### src/verilog/rfs_pkg.sv
// shared constants and types for the register fis receive state machine
package rfs_pkg;
  // fis type codes
  localparam logic [7:0]  FIS_TYPE_REG_D2H   = 8'h34;
  localparam logic [7:0]  FIS_TYPE_DATA      = 8'h46;
  // received-fis area layout
  localparam logic [31:0] REGISTER_FIS_OFFSET = 32'h0000_0040;
  localparam int          PM_PORT_AREA_SHIFT  = 8;
  localparam logic [31:0] DWORD_BYTES         = 32'h0000_0004;
  localparam logic [2:0]  REG_FIS_DWORDS      = 3'h5;
  // packet command limits
  localparam logic [15:0] PACKET_CMD_MAX_BYTES = 16'h0010;
  // slot tracking
  localparam logic [5:0]  NO_SLOT            = 6'h20;
  localparam int          NUM_SLOTS          = 32;
  localparam int          NUM_PM_PORTS       = 16;
  // status byte fields
  localparam int          STS_ERR_BIT        = 0;
  localparam int          STS_DRQ_BIT        = 3;
  localparam int          STS_BSY_BIT        = 7;
  // dword 0 fields of a fis
  localparam int          FIS_PMP_LSB        = 8;
  localparam int          FIS_IBIT           = 14;
  localparam int          FIS_STATUS_LSB     = 16;
  localparam int          FIS_ERROR_LSB      = 24;
  // reset values
  localparam logic [7:0]  TFD_STATUS_RESET   = 8'h7f;
  localparam logic [7:0]  TFD_ERROR_RESET    = 8'h00;
  localparam logic [31:0] SIGNATURE_RESET    = 32'hffff_ffff;
  localparam logic [7:0]  CCC_COUNT_RESET    = 8'h00;

  typedef enum logic [3:0] {
    RFS_IDLE       = 4'h0,
    RFS_ATAPI_SEND = 4'h1,
    RFS_ATAPI_WAIT = 4'h2,
    RFS_REG_ENTRY  = 4'h3,
    RFS_REG_CHECK  = 4'h4,
    RFS_CLEAR_CI   = 4'h5,
    RFS_CCC        = 4'h6,
    RFS_SET_INTR   = 4'h7,
    RFS_SET_IS     = 4'h8,
    RFS_GEN_INTR   = 4'h9,
    RFS_UPDATE_SIG = 4'ha,
    RFS_SET_SIG    = 4'hb,
    RFS_AGGR       = 4'hc
  } rfs_state_t;
endpackage

### src/verilog/rfs_port_fsm.sv
// packet command send and d2h register fis receive state machine for one port
// Overview of operation
// - data fis carries min(count, 16) packet bytes
// - data fis pmp field from command header
// - clear pending packet flag after sending
// - send error to fatal, ok to pio update
// - only a valid register fis starts handling
// - copy fis to base+256*pmp+offset
// - load task file error byte from fis
// - load task file status byte from fis
// - err, bsy and drq clear go to completion
// - write transferred byte count to header
// - clear issue bit, tracker set to 32
// - coalescing when enabled and tag clear
// - coalescing count adds one, then branch
// - set register fis interrupt status bit
// - set global pending, enable gates interrupt
// - assert port interrupt then signature check
// - pending signature update selects signature write
// - no signature update under fis switching
// - write signature, clear pending, then aggregate
`timescale 1ns/1ps
`default_nettype none
module rfs_port_fsm (
  input  wire logic        clock_i,
  input  wire logic        sys_rst_i,
  input  wire logic [3:0]  current_pm_port_i,
  input  wire logic [31:0] received_fis_base_i,
  input  wire logic        fis_switching_enable_i,
  input  wire logic        ccc_enable_i,
  input  wire logic [31:0] active_tag_bits_i,
  input  wire logic        reg_fis_intr_enable_i,
  input  wire logic        global_intr_enable_i,
  input  wire logic        slot_issue_i,
  input  wire logic [4:0]  slot_issue_num_i,
  input  wire logic [31:0] command_issue_set_i,
  input  wire logic        pending_packet_set_i,
  input  wire logic        signature_update_req_i,
  input  wire logic        reg_fis_intr_clr_i,
  input  wire logic        global_pending_clr_i,
  input  wire logic        ccc_count_clr_i,
  input  wire logic        atapi_start_i,
  input  wire logic [15:0] current_transfer_count_i,
  input  wire logic [127:0] packet_command_area_i,
  input  wire logic [3:0]  cmd_header_pm_port_i,
  input  wire logic [31:0] bytes_transferred_i,
  input  wire logic        tx_ready_i,
  input  wire logic        tx_ok_i,
  input  wire logic        tx_err_i,
  input  wire logic        rx_fis_valid_i,
  input  wire logic [159:0] rx_fis_i,
  input  wire logic        mem_wr_ready_i,
  output logic             rx_fis_ready_o,
  output logic             tx_valid_o,
  output logic [31:0]      tx_data_o,
  output logic             tx_last_o,
  output logic             mem_wr_valid_o,
  output logic [31:0]      mem_wr_addr_o,
  output logic [31:0]      mem_wr_data_o,
  output logic             prd_wr_valid_o,
  output logic [4:0]       prd_wr_slot_o,
  output logic [31:0]      prd_wr_count_o,
  output logic [7:0]       task_file_status_byte_o,
  output logic [7:0]       task_file_error_byte_o,
  output logic [31:0]      command_issue_bits_o,
  output logic [5:0]       issued_slot_tracker_o,
  output logic [15:0]      pending_packet_transfer_o,
  output logic             pending_signature_update_o,
  output logic [31:0]      device_signature_reg_o,
  output logic [7:0]       coalesced_completion_count_o,
  output logic             reg_fis_intr_status_o,
  output logic             global_port_intr_pending_o,
  output logic             port_intr_o,
  output logic             fatal_o,
  output logic             fatal_taskfile_o,
  output logic             pio_update_o,
  output logic             aggr_o
);
  import rfs_pkg::*;

  typedef struct packed {
    rfs_state_t                 state;
    logic [4:0][31:0]           fis;
    logic [2:0]                 word_idx;
    logic [2:0]                 tx_words;
    logic [31:0]                mem_addr;
    logic [31:0]                mem_data;
    logic                       prd_valid;
    logic [4:0]                 prd_slot;
    logic [31:0]                prd_count;
    logic [7:0]                 tfd_status;
    logic [7:0]                 tfd_error;
    logic [31:0]                ci_bits;
    logic [NUM_PM_PORTS-1:0][5:0] issue_slot;
    logic [NUM_PM_PORTS-1:0]    pkt_pending;
    logic                       sig_pending;
    logic [31:0]                signature;
    logic [7:0]                 ccc_count;
    logic                       dhr_status;
    logic                       global_pending;
    logic                       intr;
    logic                       fatal;
    logic                       fatal_tf;
    logic                       pio_update;
    logic                       aggr;
    logic [1:0][32:0]           buf_mem;
    logic                       buf_wr_ptr;
    logic                       buf_rd_ptr;
    logic [1:0]                 buf_count;
  } rfs_regs_t;

  rfs_regs_t r;
  rfs_regs_t next_r;

  logic        buf_in_valid;
  logic [32:0] buf_in_word;
  logic        buf_in_ready;
  logic        buf_push;
  logic        buf_pop;
  logic [15:0] payload_bytes;
  logic [2:0]  payload_words;
  logic [5:0]  cur_slot;
  logic [4:0]  cur_slot_idx;
  logic [7:0]  fis_status;
  logic        fis_ibit;
  logic        ccc_branch;

  // two-entry buffer toward the link transmitter
  assign buf_in_ready = (r.buf_count != 2'h2);
  assign buf_push     = buf_in_valid && buf_in_ready;
  assign tx_valid_o   = (r.buf_count != 2'h0);
  assign tx_data_o    = r.buf_mem[r.buf_rd_ptr][31:0];
  assign tx_last_o    = r.buf_mem[r.buf_rd_ptr][32];
  assign buf_pop      = tx_valid_o && tx_ready_i;

  always_comb begin
    if (current_transfer_count_i < PACKET_CMD_MAX_BYTES) begin
      payload_bytes = current_transfer_count_i;
    end else begin
      payload_bytes = PACKET_CMD_MAX_BYTES;
    end
  end
  assign payload_words = 3'(payload_bytes[4:2]) + {2'h0, |payload_bytes[1:0]};

  assign cur_slot     = r.issue_slot[current_pm_port_i];
  assign cur_slot_idx = cur_slot[4:0];
  assign fis_status   = r.fis[0][FIS_STATUS_LSB +: 8];
  assign fis_ibit     = r.fis[0][FIS_IBIT];
  assign ccc_branch   = ccc_enable_i && !cur_slot[5] && !active_tag_bits_i[cur_slot_idx];

  // data fis word source: header then packet command dwords
  always_comb begin
    buf_in_valid = 1'b0;
    buf_in_word  = 33'h0_0000_0000;
    if (r.state == RFS_ATAPI_SEND) begin
      buf_in_valid = 1'b1;
      if (r.word_idx == 3'h0) begin
        buf_in_word = {(r.tx_words == 3'h0), 20'h0_0000, cmd_header_pm_port_i,
                       FIS_TYPE_DATA};
      end else begin
        buf_in_word = {(r.word_idx == r.tx_words),
                       packet_command_area_i[32*(r.word_idx-3'h1) +: 32]};
      end
    end
  end

  always_comb begin
    next_r            = r;
    next_r.prd_valid  = 1'b0;
    next_r.fatal      = 1'b0;
    next_r.fatal_tf   = 1'b0;
    next_r.pio_update = 1'b0;
    next_r.aggr       = 1'b0;

    // buffer bookkeeping
    if (buf_push) begin
      next_r.buf_mem[r.buf_wr_ptr] = buf_in_word;
      next_r.buf_wr_ptr = ~r.buf_wr_ptr;
    end
    if (buf_pop) begin
      next_r.buf_rd_ptr = ~r.buf_rd_ptr;
    end
    next_r.buf_count = r.buf_count + {1'b0, buf_push} - {1'b0, buf_pop};

    // software-side clears; hardware sets below win
    if (reg_fis_intr_clr_i) begin
      next_r.dhr_status = 1'b0;
      next_r.intr       = 1'b0;
    end
    if (global_pending_clr_i) begin
      next_r.global_pending = 1'b0;
    end
    if (ccc_count_clr_i) begin
      next_r.ccc_count = CCC_COUNT_RESET;
    end

    case (r.state)
      RFS_IDLE: begin
        if (rx_fis_valid_i && rx_fis_i[7:0] == FIS_TYPE_REG_D2H) begin
          next_r.fis        = rx_fis_i;
          next_r.tfd_error  = rx_fis_i[FIS_ERROR_LSB +: 8];
          next_r.tfd_status = rx_fis_i[FIS_STATUS_LSB +: 8];
          next_r.mem_addr   = received_fis_base_i + REGISTER_FIS_OFFSET
                              + (32'(current_pm_port_i) << PM_PORT_AREA_SHIFT);
          next_r.mem_data   = rx_fis_i[31:0];
          next_r.word_idx   = 3'h0;
          next_r.state      = RFS_REG_ENTRY;
        end else if (atapi_start_i) begin
          next_r.word_idx = 3'h0;
          next_r.tx_words = payload_words;
          next_r.state    = RFS_ATAPI_SEND;
        end
      end
      RFS_ATAPI_SEND: begin
        if (buf_push) begin
          next_r.word_idx = r.word_idx + 3'h1;
          if (r.word_idx == r.tx_words) begin
            next_r.state = RFS_ATAPI_WAIT;
          end
        end
      end
      RFS_ATAPI_WAIT: begin
        if (tx_err_i) begin
          next_r.pkt_pending[current_pm_port_i] = 1'b0;
          next_r.fatal = 1'b1;
          next_r.state = RFS_IDLE;
        end else if (tx_ok_i) begin
          next_r.pkt_pending[current_pm_port_i] = 1'b0;
          next_r.pio_update = 1'b1;
          next_r.state = RFS_IDLE;
        end
      end
      RFS_REG_ENTRY: begin
        if (mem_wr_ready_i) begin
          next_r.word_idx = r.word_idx + 3'h1;
          next_r.mem_addr = r.mem_addr + DWORD_BYTES;
          if (r.word_idx == REG_FIS_DWORDS - 3'h1) begin
            next_r.state = RFS_REG_CHECK;
          end else begin
            next_r.mem_data = r.fis[r.word_idx + 3'h1];
          end
        end
      end
      RFS_REG_CHECK: begin
        if (r.tfd_status[STS_ERR_BIT]) begin
          next_r.fatal_tf = 1'b1;
          next_r.state    = RFS_IDLE;
        end else if (!r.tfd_status[STS_BSY_BIT] && !r.tfd_status[STS_DRQ_BIT]) begin
          next_r.state = RFS_CLEAR_CI;
        end else begin
          next_r.state = RFS_UPDATE_SIG;
        end
      end
      RFS_CLEAR_CI: begin
        if (!cur_slot[5]) begin
          next_r.prd_valid = 1'b1;
          next_r.prd_slot  = cur_slot_idx;
          next_r.prd_count = bytes_transferred_i;
          next_r.ci_bits[cur_slot_idx] = 1'b0;
        end
        next_r.issue_slot[current_pm_port_i] = NO_SLOT;
        if (ccc_branch) begin
          next_r.state = RFS_CCC;
        end else if (fis_ibit) begin
          next_r.state = RFS_SET_INTR;
        end else begin
          next_r.state = RFS_UPDATE_SIG;
        end
      end
      RFS_CCC: begin
        next_r.ccc_count = (ccc_count_clr_i ? CCC_COUNT_RESET : r.ccc_count) + 8'h01;
        next_r.state = fis_ibit ? RFS_SET_INTR : RFS_UPDATE_SIG;
      end
      RFS_SET_INTR: begin
        next_r.dhr_status = 1'b1;
        next_r.state = reg_fis_intr_enable_i ? RFS_SET_IS : RFS_UPDATE_SIG;
      end
      RFS_SET_IS: begin
        next_r.global_pending = 1'b1;
        next_r.state = global_intr_enable_i ? RFS_GEN_INTR : RFS_UPDATE_SIG;
      end
      RFS_GEN_INTR: begin
        next_r.intr  = 1'b1;
        next_r.state = RFS_UPDATE_SIG;
      end
      RFS_UPDATE_SIG: begin
        if (r.sig_pending && !fis_switching_enable_i) begin
          next_r.state = RFS_SET_SIG;
        end else begin
          next_r.state = RFS_AGGR;
        end
      end
      RFS_SET_SIG: begin
        next_r.signature   = {r.fis[1][23:0], r.fis[3][7:0]};
        next_r.sig_pending = 1'b0;
        next_r.state       = RFS_AGGR;
      end
      RFS_AGGR: begin
        next_r.aggr  = 1'b1;
        next_r.state = RFS_IDLE;
      end
      default: begin
        next_r.state = RFS_IDLE;
      end
    endcase

    // requests that arrive during a clear are kept
    next_r.ci_bits = next_r.ci_bits | command_issue_set_i;
    if (pending_packet_set_i) begin
      next_r.pkt_pending[current_pm_port_i] = 1'b1;
    end
    if (slot_issue_i) begin
      next_r.issue_slot[current_pm_port_i] = {1'b0, slot_issue_num_i};
    end
    if (signature_update_req_i) begin
      next_r.sig_pending = 1'b1;
    end
  end

  always_ff @(posedge clock_i) begin
    if (sys_rst_i) begin
      r            <= '0;
      r.state      <= RFS_IDLE;
      r.tfd_status <= TFD_STATUS_RESET;
      r.tfd_error  <= TFD_ERROR_RESET;
      r.signature  <= SIGNATURE_RESET;
      r.ccc_count  <= CCC_COUNT_RESET;
      r.issue_slot <= {NUM_PM_PORTS{NO_SLOT}};
    end else begin
      r <= next_r;
    end
  end

  assign rx_fis_ready_o               = (r.state == RFS_IDLE);
  assign mem_wr_valid_o               = (r.state == RFS_REG_ENTRY);
  assign mem_wr_addr_o                = r.mem_addr;
  assign mem_wr_data_o                = r.mem_data;
  assign prd_wr_valid_o               = r.prd_valid;
  assign prd_wr_slot_o                = r.prd_slot;
  assign prd_wr_count_o               = r.prd_count;
  assign task_file_status_byte_o      = r.tfd_status;
  assign task_file_error_byte_o       = r.tfd_error;
  assign command_issue_bits_o         = r.ci_bits;
  assign issued_slot_tracker_o        = cur_slot;
  assign pending_packet_transfer_o    = r.pkt_pending;
  assign pending_signature_update_o   = r.sig_pending;
  assign device_signature_reg_o       = r.signature;
  assign coalesced_completion_count_o = r.ccc_count;
  assign reg_fis_intr_status_o        = r.dhr_status;
  assign global_port_intr_pending_o   = r.global_pending;
  assign port_intr_o                  = r.intr;
  assign fatal_o                      = r.fatal;
  assign fatal_taskfile_o             = r.fatal_tf;
  assign pio_update_o                 = r.pio_update;
  assign aggr_o                       = r.aggr;
endmodule
`default_nettype wire
### config.mk
export PLATFORM = sky130hd
export DESIGN_NAME = rfs_port_fsm
export DESIGN_NICKNAME = d
export VERILOG_FILES = /design/src/verilog/rfs_pkg.sv /design/src/verilog/rfs_port_fsm.sv
export SDC_FILE = /design/constraint.sdc
export NUM_CORES = 1
export LEC_CHECK = 0
export BUFFER_PORTS_ARGS = -buffer_cell sky130_fd_sc_hd__buf_2
export CELL_PAD_IN_SITES_DETAIL_PLACEMENT = 0
export CELL_PAD_IN_SITES_GLOBAL_PLACEMENT = 1
export CORE_AREA = 2 2 277 279
export CTS_BUF_LIST = sky130_fd_sc_hd__clkbuf_2 sky130_fd_sc_hd__clkbuf_4 sky130_fd_sc_hd__clkbuf_8
export DETAILED_ROUTE_END_ITERATION = 8
export DIE_AREA = 0 0 279 281
export PLACE_DENSITY_LB_ADDON = 0.1
export SLEW_MARGIN = 20
export SYNTH_ARGS = -nofsm -noshare
export SYNTH_HDL_FRONTEND = slang
export SYNTH_SLANG_ARGS = --single-unit
### constraint.sdc
create_clock -name clock_i -period 4.2 [get_ports clock_i]
set_input_delay 0.42 -clock clock_i [delete_from_list [all_inputs] [get_ports clock_i]]
set_output_delay 0.42 -clock clock_i [all_outputs]
set_load 0.05 [all_outputs]
==> flow_metrics.tcl <==
set metrics [dict create \
    pre_cts_ws_ns 0.4019 \
    finalCritPeriodShare_pct 75.20 \
    layout_commonest_cell "buf_2" \
    drtAntennaViolNets 0 \
    synth_adder_area_share_pct 0.8503 \
    slew_viol_final 0 \
    finalPower_mw 14.06 \
    synthMuxAreaShare_pct 8.460 \
    r2r_cells 7 \
    synth_top_family_by_area "simple AND/OR/NAND/NOR gates" \
    crit_path_max_fanout 25 \
    ys_async_sr_fraction_pct 0 \
    port_buffers 718 \
    synth_compound_area_share_pct 18.12 \
    tightest_slew_ns 0.9944 \
    vdd_drop_max_v 0.0002017 \
    ys.flop_type "dfxtp_1" \
    first_pass_iters 5 \
    grt_pass1_wl_um 161400 \
    syn_avg_cell_area_sq_um 8.090 \
    drive_gt1_share_pct 27.30 \
    place_inst 4587 \
    fin_worst_skew_ns 0.03550 \
    setup_viol 0 \
    clock_latency_ns 0.69 \
    hold_viol 0 \
    grt_overflow 0 \
    synthesis.nets 3755 \
    tritoncts "yes" \
    syn_to_final_growth_pct 28.40 \
    hpwlAfterDp_um 80650 \
    cts_setup_buffers 0 \
    routed_via_density 5.207 \
    synth_seq_cells 541 \
    instances_no_fill 5008 \
    initial_core_util_pct 35.11 \
    p_leak_nw 13.62 \
    h-tree-depth 3 \
    die_y_um 281 \
    setup_slack_ns 1.042 \
    cp-start-kind "primary input" \
    cts_sinks 541 \
    regArea_sq_um 10830 \
    max-cap-violations 0 \
    status "finished, final reports clean" \
    grt_util_all_layers_pct 27.02 \
    synthXorXnorAreaFrac_pct 0.9920 \
    cts_max_path_buffers 3 \
    coreArea_sq_um 75440 \
    io_pins 719 \
    die_w_um 279 \
    synthSimpleGateAreaFrac_pct 20.11 \
    cp.required_ns 4.71 \
    dieArea_sq_um 78400 \
    rows 101 \
    whs_path_depth 3 \
    grt_max_degree 171 \
    fmax_ghz 0.3166 \
    ys_warn_count 0 \
    fin_nets 4416 \
    route.detailed.drc 0 \
    gp_congestion 0.9012 \
    multi_input_area_sq_um 12950 \
    min_period_ns 3.158 \
    clk_pin_slew_ns 0.06 \
    worstPathArrival_ns 3.67 \
    synth.distinct_cells 68 \
    routedWlPerCell_um 22.06 \
    cts_buffers 100 \
    endpoint_kind "flop" \
    vias 26080 \
    final_util_pct 45.08 \
    yosysSeqAreaShare_pct 40.89 \
    antenna_found_initial 23 \
    rsz0062_at_grt "false" \
    synth_edf_count 0 \
    path_class "in -> reg" \
    hold_class "in -> reg" \
    power_density_nw_per_um2 413.4 \
    syn-instance-count 3274 \
    syn-cell-area_sq_um 26490 \
    mostFrequentLayoutCells "717 x buf_2, 642 x nand2_1, 540 x dfxtp_1" \
    grt_pass1_vias 25300 \
    clock-root-buffer "clkbuf_8" \
    drtIter0Drc 1703 \
    fillers 7701 \
    slew_headroom_pct 33.61 \
    routed_wl_um 110500 \
    setup_tns_ns 0 \
]
-- flip-flops by register name, summed over array words and instances (netlist names), 5 cells and up --
name,flops
r,327
command_issue_bits_o,32
device_signature_reg_o,32
mem_wr_addr_o,32
mem_wr_data_o,32
prd_wr_count_o,32
pending_packet_transfer_o,16
coalesced_completion_count_o,8
fis_status,8
task_file_status_byte_o,7
prd_wr_slot_o,5
-- Yosys cell counts, types with 3 or more instances --
cell type	number	area, sq um
a22o_1	33	289.0
and3_1	15	93.84
a221oi_1	14	122.6
dfxtp_1	541	10830
a31oi_1	6	37.54
nand4_1	13	81.33
or2_2	23	143.9
xnor2_1	22	192.7
buf_1	23	86.33
or3_1	16	100.1
xor2_1	8	70.07
and2_1	20	125.1
o21a_1	3	22.52
and3b_1	3	26.28
nand3_1	37	185.2
o21ai_0	105	525.5
nor3_1	60	300.3
mux2i_1	66	660.6
nor3b_1	5	37.54
nand3b_1	35	262.8
nand4b_1	3	26.28
o31ai_1	11	82.58
a21oi_1	411	2057
ha_1	18	225.2
inv_1	86	322.8
nor2_1	225	844.6
buf_2	8	40.04
nand2_1	642	2410
o21bai_1	5	37.54
nor2b_1	62	387.9
clkbuf_1	203	762.0
o31a_1	3	26.28
mux4_2	52	1171
a21o_1	10	75.07
o22ai_1	11	68.82
buf_4	206	1546
mux2_2	35	394.1
a22oi_1	92	690.7
a211oi_1	64	480.5
nand2b_1	19	118.9
a311oi_1	3	26.28
nor4_1	17	106.4
a2111oi_0	7	61.31
-- final timing paths --
| kind | from | slack, ns | endpoint |
|---|---|---|---|
| max | current_pm_port_i[1] | 1.04 | r[549] |
| min | received_fis_base_i[18] | 0.07 | mem_wr_addr_o[18] |
| max reg2reg | r[546] | 1.14 | r[149] |
| min reg2reg | r[539] | 0.45 | r[539] |
-- power by group --
group / leakage (nW) / internal [mW] / switching, mW
registers: 4.38 / 5.28 / 0.146
logic: 8.06 / 1.08 / 1.92
clock network: 1.18 / 3.29 / 2.35
total: 13.6 / 9.65 / 4.41
-- cell families after synthesis --
| group | count (synthesis) |
|---|---|
| compound gates | 799 |
| xor+xnor | 30 |
| fa+ha+maj | 18 |
| buf+inv | 530 |
| flops | 541 |
| mux | 154 |
| simple gates | 1202 |
-- per-stage QoR --
step / hold WS, ns / instance area (sq um)
CTS: 0.001419 / 33970
detailed placement: 0.4432 / 29480
floorplan: 0.4196 / 26490
global route: 0.03463 / 34000
finish: 0.07012 / 34010
global placement: 0.4321 / 29480
-- metal layers --
metal  wire length, um  vias to the layer above  global-route usage, %
met4              5480                        4                  13.73
li1                  -                    12450                      -
met1             46110                    12500                  33.50
met3              6301                      219                  5.121
met5                27                        -                      0
met2             52540                      902                  44.79
-- cell type report --
cell class              instances  area share [%]
diodes                         15          0.1104
repair buffers               1001           18.75
multi-input cells            2203           38.08
flip-flops and latches        541           31.85
clock buffers                 160           5.941
clock inverters                22          0.6659
inverters                      88           1.008
well taps                     978           3.598
-- worst max-delay path: stages --
cell	delay, ns
buf_2	0.53
buf_4	0.38
nand2_1	0.23
o22ai_1	0.25
or3_1	0.39
inv_2	0.19
nor3_1	0.27
a2111oi_0	0.11
a211o_2	0.36
nor4b_4	0.37
o22ai_1	0.13
-- timing repair --
action | 4_1_cts | 5_1_grt
endpoints found under the hold margin | 243 | 0
endpoints found under the setup margin | 0 | 0
hold buffers | 224 | 0
resized for setup | 0 | 0
Power figures use the tool's default switching activity.
